[src/include/esp_pkg.sv]
// Shared constants, types and helpers for the EEPROM serial slave port
package esp_pkg;

    localparam int CLK_PERIOD_NS = 50;
    localparam int PROG_TIME_US = 5000;
    localparam int NS_PER_US = 1000;
    localparam int PROG_CYCLES_DFLT =
        (PROG_TIME_US * NS_PER_US + CLK_PERIOD_NS - 1) / CLK_PERIOD_NS;
    localparam int PROG_CNT_W = 20;

    localparam int DATA_W = 8;
    localparam int ADDR_W = 8;
    localparam int MEM_BYTES = 256;
    localparam int PAGE_BYTES = 16;
    localparam int PAGE_W = 4;
    localparam int FIFO_DEPTH = 16;

    localparam int TYPE_MSB = 7;
    localparam int TYPE_LSB = 4;
    localparam int RW_BIT = 0;
    localparam logic RW_READ = 1'b1;
    localparam logic [3:0] DEV_TYPE_DFLT = 4'ha;

    localparam logic [3:0] BIT_FIRST = 4'h0;
    localparam logic [3:0] BIT_LAST = 4'h7;
    localparam logic [7:0] ERASED_BYTE = 8'hff;
    localparam logic [7:0] BYTE_ZERO = 8'h00;
    localparam logic [15:0] PAGE_NONE = 16'h0000;

    typedef struct packed {
        logic scl;
        logic sda;
    } esp_bus_s;

    localparam esp_bus_s BUS_IDLE = '{scl: 1'b1, sda: 1'b1};

    typedef enum logic [2:0] {
        ST_IDLE,
        ST_RX,
        ST_ACK,
        ST_TX,
        ST_MACK,
        ST_IGNORE
    } esp_state_e;

    typedef enum logic [1:0] {
        KIND_ADDR,
        KIND_WORD,
        KIND_DATA
    } esp_kind_e;

    // Advance only the in-page bits of a byte address
    function automatic logic [7:0] esp_page_inc(input logic [7:0] a);
        return {a[7:PAGE_W], a[PAGE_W-1:0] + 4'h1};
    endfunction

    // Advance the full byte address, wrapping at the top of the array
    function automatic logic [7:0] esp_full_inc(input logic [7:0] a);
        return a + 8'h01;
    endfunction

endpackage

[src/logic/esp_sync.sv]
// Two-stage synchroniser for pin inputs
`timescale 1ns/1ps
module esp_sync #(
    parameter int WIDTH = 2,
    parameter logic [WIDTH-1:0] RESET_VAL = '1
) (
    input wire logic clock_i,
    input wire logic reset_i,
    input wire logic ce_i,
    input wire logic [WIDTH-1:0] d_i,
    output logic [WIDTH-1:0] q_o
);
    import esp_pkg::*;

    logic [WIDTH-1:0] stage1;

    always_ff @(posedge clock_i) begin
        if (reset_i) begin
            stage1 <= RESET_VAL;
            q_o <= RESET_VAL;
        end else if (ce_i) begin
            stage1 <= d_i;
            q_o <= stage1;
        end
    end
endmodule

[src/logic/esp_fifo.sv]
// Parameterised FIFO with valid/ready on both sides and flush
`timescale 1ns/1ps
module esp_fifo #(
    parameter int WIDTH = 8,
    parameter int DEPTH = 16
) (
    input wire logic clock_i,
    input wire logic reset_i,
    input wire logic ce_i,
    input wire logic flush_i,
    input wire logic in_valid_i,
    output logic in_ready_o,
    input wire logic [WIDTH-1:0] in_data_i,
    output logic out_valid_o,
    input wire logic out_ready_i,
    output logic [WIDTH-1:0] out_data_o
);
    import esp_pkg::*;

    // Depth is expected to be a power of two so the pointers wrap freely
    localparam int PTR_W = $clog2(DEPTH);
    localparam logic [PTR_W:0] FULL_COUNT = (PTR_W + 1)'(DEPTH);

    logic [WIDTH-1:0] store [DEPTH];
    logic [PTR_W-1:0] wr_ptr;
    logic [PTR_W-1:0] rd_ptr;
    logic [PTR_W:0] count;
    logic push;
    logic pop;

    assign in_ready_o = (count != FULL_COUNT);
    assign out_valid_o = (count != '0);
    assign out_data_o = store[rd_ptr];
    assign push = in_valid_i & in_ready_o & ~flush_i;
    assign pop = out_valid_o & out_ready_i & ~flush_i;

    always_ff @(posedge clock_i) begin
        if (ce_i && push) begin
            store[wr_ptr] <= in_data_i;
        end
    end

    always_ff @(posedge clock_i) begin
        if (reset_i) begin
            wr_ptr <= '0;
            rd_ptr <= '0;
            count <= '0;
        end else if (ce_i) begin
            if (flush_i) begin
                wr_ptr <= '0;
                rd_ptr <= '0;
                count <= '0;
            end else begin
                if (push) begin
                    wr_ptr <= wr_ptr + 1'b1;
                end
                if (pop) begin
                    rd_ptr <= rd_ptr + 1'b1;
                end
                if (push && !pop) begin
                    count <= count + 1'b1;
                end else if (pop && !push) begin
                    count <= count - 1'b1;
                end
            end
        end
    end
endmodule

[src/logic/esp_top.sv]
// Serial bus slave port of a 2-kbit EEPROM with page buffer and array
`timescale 1ns/1ps
module esp_top #(
    parameter int PROG_CYCLES = esp_pkg::PROG_CYCLES_DFLT,
    parameter logic [3:0] DEV_TYPE = esp_pkg::DEV_TYPE_DFLT
) (
    input wire logic clock_i,
    input wire logic reset_i,
    input wire logic ce_i,
    input wire logic sup_reset_i,
    input wire logic scl_i,
    input wire logic sda_i,
    output logic sda_o,
    output logic sda_oe_o,
    output logic busy_o
);
    import esp_pkg::*;

    localparam logic [PROG_CNT_W-1:0] PROG_LAST =
        PROG_CNT_W'(PROG_CYCLES - 1);

    esp_bus_s bus_raw;
    esp_bus_s bus_s;
    esp_bus_s bus_q;
    esp_state_e state;
    esp_kind_e kind;
    logic [3:0] bit_cnt;
    logic [7:0] shreg;
    logic [7:0] tx_shift;
    logic rw;
    logic ack_ok;
    logic mack_ok;
    logic sda_drive;

    logic [7:0] mem [MEM_BYTES];
    logic [7:0] page_buf [PAGE_BYTES];
    logic [15:0] page_vld;
    logic [7:0] addr_cnt;
    logic [7:0] pf_addr;
    logic pf_on;
    logic [PROG_CNT_W-1:0] prog_cnt;

    logic scl_rise;
    logic scl_fall;
    logic start_det;
    logic stop_det;
    logic byte_done;
    logic [7:0] rx_byte;
    logic addr_match;
    logic rd_match;
    logic tx_load;
    logic [7:0] tx_byte;
    logic commit;
    logic fifo_flush;
    logic fifo_in_ready;
    logic fifo_out_valid;
    logic [7:0] fifo_out_data;

    assign bus_raw = '{scl: scl_i, sda: sda_i};

    esp_sync #(
        .WIDTH($bits(esp_bus_s)),
        .RESET_VAL(BUS_IDLE)
    ) u_sync (
        .clock_i(clock_i),
        .reset_i(reset_i),
        .ce_i(ce_i),
        .d_i(bus_raw),
        .q_o(bus_s)
    );

    always_ff @(posedge clock_i) begin
        if (reset_i) begin
            bus_q <= BUS_IDLE;
        end else if (ce_i) begin
            bus_q <= bus_s;
        end
    end

    assign scl_rise = bus_s.scl & ~bus_q.scl;
    assign scl_fall = ~bus_s.scl & bus_q.scl;
    assign start_det = bus_s.scl & bus_q.scl & bus_q.sda & ~bus_s.sda;
    assign stop_det = bus_s.scl & bus_q.scl & ~bus_q.sda & bus_s.sda;

    assign byte_done = (state == ST_RX) && scl_rise && (bit_cnt == BIT_LAST);
    assign rx_byte = {shreg[6:0], bus_s.sda};
    assign addr_match = (rx_byte[TYPE_MSB:TYPE_LSB] == DEV_TYPE) &&
                        !busy_o && !sup_reset_i;
    assign rd_match = byte_done && (kind == KIND_ADDR) && addr_match &&
                      (rx_byte[RW_BIT] == RW_READ);
    assign tx_load = scl_fall && !sup_reset_i &&
                     (((state == ST_ACK) && (rw == RW_READ)) ||
                      ((state == ST_MACK) && mack_ok));
    assign tx_byte = fifo_out_valid ? fifo_out_data : ERASED_BYTE;
    // programming starts at stop after write
    assign commit = stop_det && !sup_reset_i && (rw != RW_READ) &&
                    (page_vld != PAGE_NONE) && !busy_o;
    assign fifo_flush = start_det | stop_det | sup_reset_i | rd_match;

    // Open-drain data line: only ever pulls low
    assign sda_o = 1'b0;
    assign sda_oe_o = sda_drive;

    // Bus protocol state machine
    always_ff @(posedge clock_i) begin
        if (reset_i) begin
            state <= ST_IDLE;
            kind <= KIND_ADDR;
            bit_cnt <= BIT_FIRST;
            shreg <= BYTE_ZERO;
            tx_shift <= BYTE_ZERO;
            rw <= 1'b0;
            ack_ok <= 1'b0;
            mack_ok <= 1'b0;
            sda_drive <= 1'b0;
        end else if (ce_i) begin
            if (sup_reset_i) begin
                state <= ST_IDLE;
                sda_drive <= 1'b0;
            end else if (start_det) begin
                state <= ST_RX;
                kind <= KIND_ADDR;
                bit_cnt <= BIT_FIRST;
                sda_drive <= 1'b0;
            end else if (stop_det) begin
                state <= ST_IDLE;
                sda_drive <= 1'b0;
            end else begin
                case (state)
                    ST_RX: begin
                        if (scl_rise) begin
                            shreg <= rx_byte;
                            bit_cnt <= bit_cnt + 4'h1;
                        end
                        if (byte_done) begin
                            case (kind)
                                KIND_ADDR: begin
                                    ack_ok <= addr_match;
                                    rw <= rx_byte[RW_BIT];
                                    kind <= (rx_byte[RW_BIT] == RW_READ) ?
                                            KIND_DATA : KIND_WORD;
                                end
                                default: begin
                                    ack_ok <= 1'b1;
                                    kind <= KIND_DATA;
                                end
                            endcase
                        end else if (scl_fall && (bit_cnt > BIT_LAST)) begin
                            state <= ack_ok ? ST_ACK : ST_IGNORE;
                            sda_drive <= ack_ok;
                        end
                    end
                    ST_ACK: begin
                        if (scl_fall) begin
                            bit_cnt <= BIT_FIRST;
                            if (rw == RW_READ) begin
                                state <= ST_TX;
                                tx_shift <= tx_byte;
                                sda_drive <= ~tx_byte[7];
                            end else begin
                                state <= ST_RX;
                                sda_drive <= 1'b0;
                            end
                        end
                    end
                    ST_TX: begin
                        // shift out eight bits then release
                        if (scl_fall) begin
                            if (bit_cnt == BIT_LAST) begin
                                state <= ST_MACK;
                                sda_drive <= 1'b0;
                            end else begin
                                bit_cnt <= bit_cnt + 4'h1;
                                tx_shift <= {tx_shift[6:0], 1'b0};
                                sda_drive <= ~tx_shift[6];
                            end
                        end
                    end
                    ST_MACK: begin
                        if (scl_rise) begin
                            mack_ok <= ~bus_s.sda;
                        end
                        if (scl_fall) begin
                            bit_cnt <= BIT_FIRST;
                            if (mack_ok) begin
                                state <= ST_TX;
                                tx_shift <= tx_byte;
                                sda_drive <= ~tx_byte[7];
                            end else begin
                                state <= ST_IGNORE;
                                sda_drive <= 1'b0;
                            end
                        end
                    end
                    default: begin
                        sda_drive <= 1'b0;
                    end
                endcase
            end
        end
    end

    // Address counter and page buffer
    always_ff @(posedge clock_i) begin
        if (reset_i) begin
            addr_cnt <= BYTE_ZERO;
            page_vld <= PAGE_NONE;
        end else if (ce_i) begin
            if (sup_reset_i || commit || (start_det && !busy_o)) begin
                page_vld <= PAGE_NONE;
            end else if (byte_done && (kind == KIND_WORD)) begin
                addr_cnt <= rx_byte;
                page_vld <= PAGE_NONE;
            end else if (byte_done && (kind == KIND_DATA) &&
                         (rw != RW_READ)) begin
                page_buf[addr_cnt[PAGE_W-1:0]] <= rx_byte;
                page_vld[addr_cnt[PAGE_W-1:0]] <= 1'b1;
                addr_cnt <= esp_page_inc(addr_cnt);
            end else if (tx_load) begin
                // counter holds last read plus one
                addr_cnt <= esp_full_inc(addr_cnt);
            end
        end
    end

    // Read prefetch into the FIFO
    always_ff @(posedge clock_i) begin
        if (reset_i) begin
            pf_on <= 1'b0;
            pf_addr <= BYTE_ZERO;
        end else if (ce_i) begin
            if (rd_match) begin
                // read starts at the current address
                // restart read uses the dummy-write address
                pf_on <= 1'b1;
                pf_addr <= addr_cnt;
            end else if (fifo_flush || (state == ST_IGNORE)) begin
                pf_on <= 1'b0;
            end else if (pf_on && fifo_in_ready) begin
                // prefetch wraps across the whole array
                pf_addr <= esp_full_inc(pf_addr);
            end
        end
    end

    esp_fifo #(
        .WIDTH(DATA_W),
        .DEPTH(FIFO_DEPTH)
    ) u_fifo (
        .clock_i(clock_i),
        .reset_i(reset_i),
        .ce_i(ce_i),
        .flush_i(fifo_flush),
        .in_valid_i(pf_on),
        .in_ready_o(fifo_in_ready),
        .in_data_i(mem[pf_addr]),
        .out_valid_o(fifo_out_valid),
        .out_ready_i(tx_load),
        .out_data_o(fifo_out_data)
    );

    // Array contents; erased state after reset
    always_ff @(posedge clock_i) begin
        if (reset_i) begin
            for (int i = 0; i < MEM_BYTES; i++) begin
                mem[i] <= ERASED_BYTE;
            end
        end else if (ce_i && commit) begin
            for (int i = 0; i < PAGE_BYTES; i++) begin
                if (page_vld[i]) begin
                    mem[{addr_cnt[ADDR_W-1:PAGE_W], PAGE_W'(i)}] <=
                        page_buf[i];
                end
            end
        end
    end

    // Internal programming timer; runs on through supervisor reset
    always_ff @(posedge clock_i) begin
        if (reset_i) begin
            busy_o <= 1'b0;
            prog_cnt <= '0;
        end else if (ce_i) begin
            if (commit) begin
                busy_o <= 1'b1;
                prog_cnt <= '0;
            end else if (busy_o) begin
                if (prog_cnt == PROG_LAST) begin
                    busy_o <= 1'b0;
                end else begin
                    prog_cnt <= prog_cnt + 1'b1;
                end
            end
        end
    end
endmodule

[config.mk]
export PLATFORM = sky130hd
export DESIGN_NAME = esp_top
export DESIGN_NICKNAME = d
export VERILOG_FILES = /design/src/include/esp_pkg.sv /design/src/logic/esp_sync.sv /design/src/logic/esp_fifo.sv /design/src/logic/esp_top.sv
export SDC_FILE = /design/constraint.sdc
export NUM_CORES = 2
export LEC_CHECK = 0
export BUFFER_PORTS_ARGS = -buffer_cell sky130_fd_sc_hd__buf_2
export CELL_PAD_IN_SITES_DETAIL_PLACEMENT = 0
export CELL_PAD_IN_SITES_GLOBAL_PLACEMENT = 1
export CORE_ASPECT_RATIO = 0.8
export CORE_MARGIN = 8
export CORE_UTILIZATION = 55
export CTS_CLUSTER_DIAMETER = 150
export DETAILED_ROUTE_END_ITERATION = 7
export GPL_ROUTABILITY_DRIVEN = 0
export HOLD_SLACK_MARGIN = 0.03
export PLACE_DENSITY_LB_ADDON = 0.1
export SETUP_SLACK_MARGIN = 0.4
export SLEW_MARGIN = 10
export SYNTH_ARGS = -nofsm -noshare
export SYNTH_HDL_FRONTEND = slang
export SYNTH_SLANG_ARGS = --single-unit
[constraint.sdc]
create_clock -name clock_i -period 6.4 [get_ports clock_i]
set_input_delay 1.28 -clock clock_i [delete_from_list [all_inputs] [get_ports clock_i]]
set_output_delay 1.28 -clock clock_i [all_outputs]
set_load 0.005 [all_outputs]
==> impl_results.md <==
- Status: complete, but fails checks
- Mean post-synth cell area: 14.1 um2
- GR Util met2: 49.2%
- Leak: 34.5 nW
- Crit path capture type: flip-flop
- Via count: 67500
- Global-route wire length before repair: between 500000 and 600000 um
- Setup slack, reg-to-reg: ~0.75 ns
- Setup bufs post-CTS: 0
- Setup CP Type: flip-flop to flip-flop
- Critical R2R Capture: u_fifo.store[1][6]
- Fmax: 177 MHz
- Share of layout cells above drive strength 1: a little under a fifth
- Hold_sp: tx_shift[4]
- Largest net degree at the start of global routing: around 110
- Worst vdd ir: approximately 0.25 mV
- Bufs on Longest Clock Path: 3
- CP startpoint kind: flip-flop
- Mapped cell area: 104000 um2
- GR peak layer: met1
- Setup TNS: 0 ns
- Measured slew at the worst slew-check pin: 1.45 ns
- Final ANT Viol Nets: 0
- Final setup viols: 0
- Global route overflow: 0
- Area grow syn2layout: 10.7%
- Total iterations of the first detailed-routing run: 8
- Reg clk slew, reported paths: 0.06 ns
- Post-DR wirelength/cell: 37.1 um
- Commonest non-fill, non-tap cells in the layout: 2304 x edfxtp_1, 2138 x nand2_1, 463 x mux4_2
- IO Count: 9
- Sequential fraction of the synthesis area: 68.5%
- Initial Util: a little under three fifths
- Pwr Total: 0.0328 W
- Clk_lat worst skew: around 0.89 ns
- Largest area contributor in the netlist: edfxtp_1
- Post-synth top flop: edfxtp_1
- Crit-path max FO: 39
- CTS Buf Count: 230
- Final period utilization: 88.3%
- DR vias/cell: 6.73
- Fin. max-slew vios: 0
- Commonest non-fill, non-tap cell in the layout: edfxtp_1
- Synthesis warning total: 0
- DP Cell Count: approximately 9600
- Core ar.: between 150000 and 200000 um2
- Hold WC Path Type: flip-flop to flip-flop
- DRC: roughly 110
- Hold Vio Cnt, Final: 0
- M3 GR Usage: between 10% and 20%
- Cell count after synthesis: 7372
- Detail Placement HPWL: 238000 um
- Hold_buf cts: 0
- Final non-filler cell total: 10000
- Worst Path Required: 7.00 ns
- Max-Cap Viols: 0
- Row count: 143
- Arr. time, crit path: 6.25 ns
- Tot GR Track Use: 36.0%
- Syn_nets: 7395
- Die area: 204000 um2
- Die H: 405 um
- H-tree Lvls: 4
- Clock Skew: 0.0371 ns
- WHS Endpoint: tx_shift[4]
- Clk root buf: clkbuf_16
- Post-synth EDFFs: roughly 2300
- Cell depth of the worst min-delay path: 2
- Top-area cell type share of the netlist area: 66.3%
- Synth top area cells: edfxtp_1 66%, mux4_2 10%, nand2_1 7.7%, dfxtp_1 2.1%, o21bai_1 1.8%
- First-iteration detailed-routing DRC count: 12200
- Vias in the first global route: 62600
- Initial antenna violation count: 26
- #FFs+latches synth: 2416
- Failing checks: design-rule violations
- Pwr dens: 284 nW/um2
- Fin nets: 7298
- RSZ-0062 raised after global routing: no
- Final WL: 372000 um
- TritonCTS clock tree: yes
- Met1 usage: 50.7%
- CTS resizes: 0
- Width of the die: 503 um
- Clock sinks: 2416
- Fin crit period: 5.65 ns
- Async set or reset register ratio after synthesis: 0%
- Distinct cells, synth: 75
- Buffers on Ports: 7
- R2r worst-path depth: 7
- Slew headroom: 2.49%
[power breakdown]
group | switching (W) | internal (W) | leakage [nW]
Sequential | 0.000189 | 0.0178 | 23.2
Combinational | 0.000640 | 0.000308 | 7.61
Clock | 0.00614 | 0.00773 | 3.67
Total | 0.00697 | 0.0259 | 34.5
[area by class of cell]
class                           instances  area [um2]
Fill cell                           14300       73600
Timing Repair Buffer                  352        2890
Tap cell                             2537        3170
Multi-Input combinational cell       4250       30300
Clock inverter                        143        1420
Inverter                               25        93.8
Antenna cell                           17        42.5
Sequential cell                      2416       71400
Clock buffer                          286        6110
[worst max-delay path, cell delays in order, from the launching register on]
cell and delay, ns:
dfxtp_4 1.16, buf_4 0.78, mux4_2 0.64, a22oi_1 0.90, a21oi_1 0.13, nor4_1 1.21, nor4_2 0.12, buf_4 0.27
[synth_stat cells, types with 10 or more instances]
cell and number:
a211oi_1 20, a21oi_1 141, a221oi_1 22, a22o_1 24
a22oi_1 170, a31oi_1 29, and2_1 37, and3_1 16
buf_1 19, buf_2 176, buf_4 36, clkbuf_1 443
dfxtp_1 112, edfxtp_1 2304, ha_1 16, inv_1 25
mux2i_1 175, mux4_2 463, nand2_1 2141, nand2b_1 16
nand3_1 30, nand4_1 11, nor2_1 233, nor2_2 29
nor2b_1 26, nor3_1 46, nor4_1 32, o2111ai_1 10
o21ai_0 53, o21bai_1 257, o221ai_1 34, o22ai_1 27
o32ai_1 13, or3_1 16, xor2_1 18
[state kept, by name, summed over array words and instances, names as in the netlist, 5 cells and up, named ones only]
name,cells
u_fifo.count,5
mem,2048
shreg,7
prog_cnt,20
page_vld,16
addr_cnt,8
u_fifo.store,128
page_buf,128
pf_addr,8
tx_shift,7
[through the flow]
| stage | setup WS, ns | utilization, % | area [um2] | hold slack [ns] |
|---|---|---|---|---|
| after floorplan | 2.55 | - | 104000 | 0.431 |
| after global placement | 1.24 | 57.0 | 108000 | 0.441 |
| after detailed placement | 1.23 | 57.0 | 108000 | 0.446 |
| after CTS | 1.23 | 61.0 | 115000 | 0.454 |
| after global routing | 0.844 | 61.1 | 115000 | 0.482 |
| final | 0.748 | 61.1 | 115000 | 0.450 |
[cell families after synthesis]
family	Yosys count	share of synthesized area [%]
compound gates	861	5.84
buf+inv	706	2.93
simple gates	2701	10.5
other cells	1	0.00360
mux	648	11.8
fa+ha+maj	17	0.211
xor+xnor	22	0.185
flops	2416	68.5
[worst max-delay path by stage]
stage	endpoint	slack (ns)	cells past startpoint	from
after floorplan	u_fifo.count[4]	2.55	12	sup_reset_i
after global placement	u_fifo.store[10][4]	1.24	7	flip-flop
after detailed placement	u_fifo.store[11][4]	1.23	7	flip-flop
after CTS	u_fifo.store[15][4]	1.23	7	flip-flop
after global routing	u_fifo.store[10][6]	0.84	7	flip-flop
final	u_fifo.store[1][6]	0.75	7	flip-flop
[metal layers]
metal,wire [um],vias up,share of wire (%)
met3,61600,736,17
met2,154000,4994,41
met1,138000,34500,37
met4,17900,8,4.8
met5,596,-,0.16
li1,-,27200,-
No activity file was read; power rests on OpenSTA's default activity.
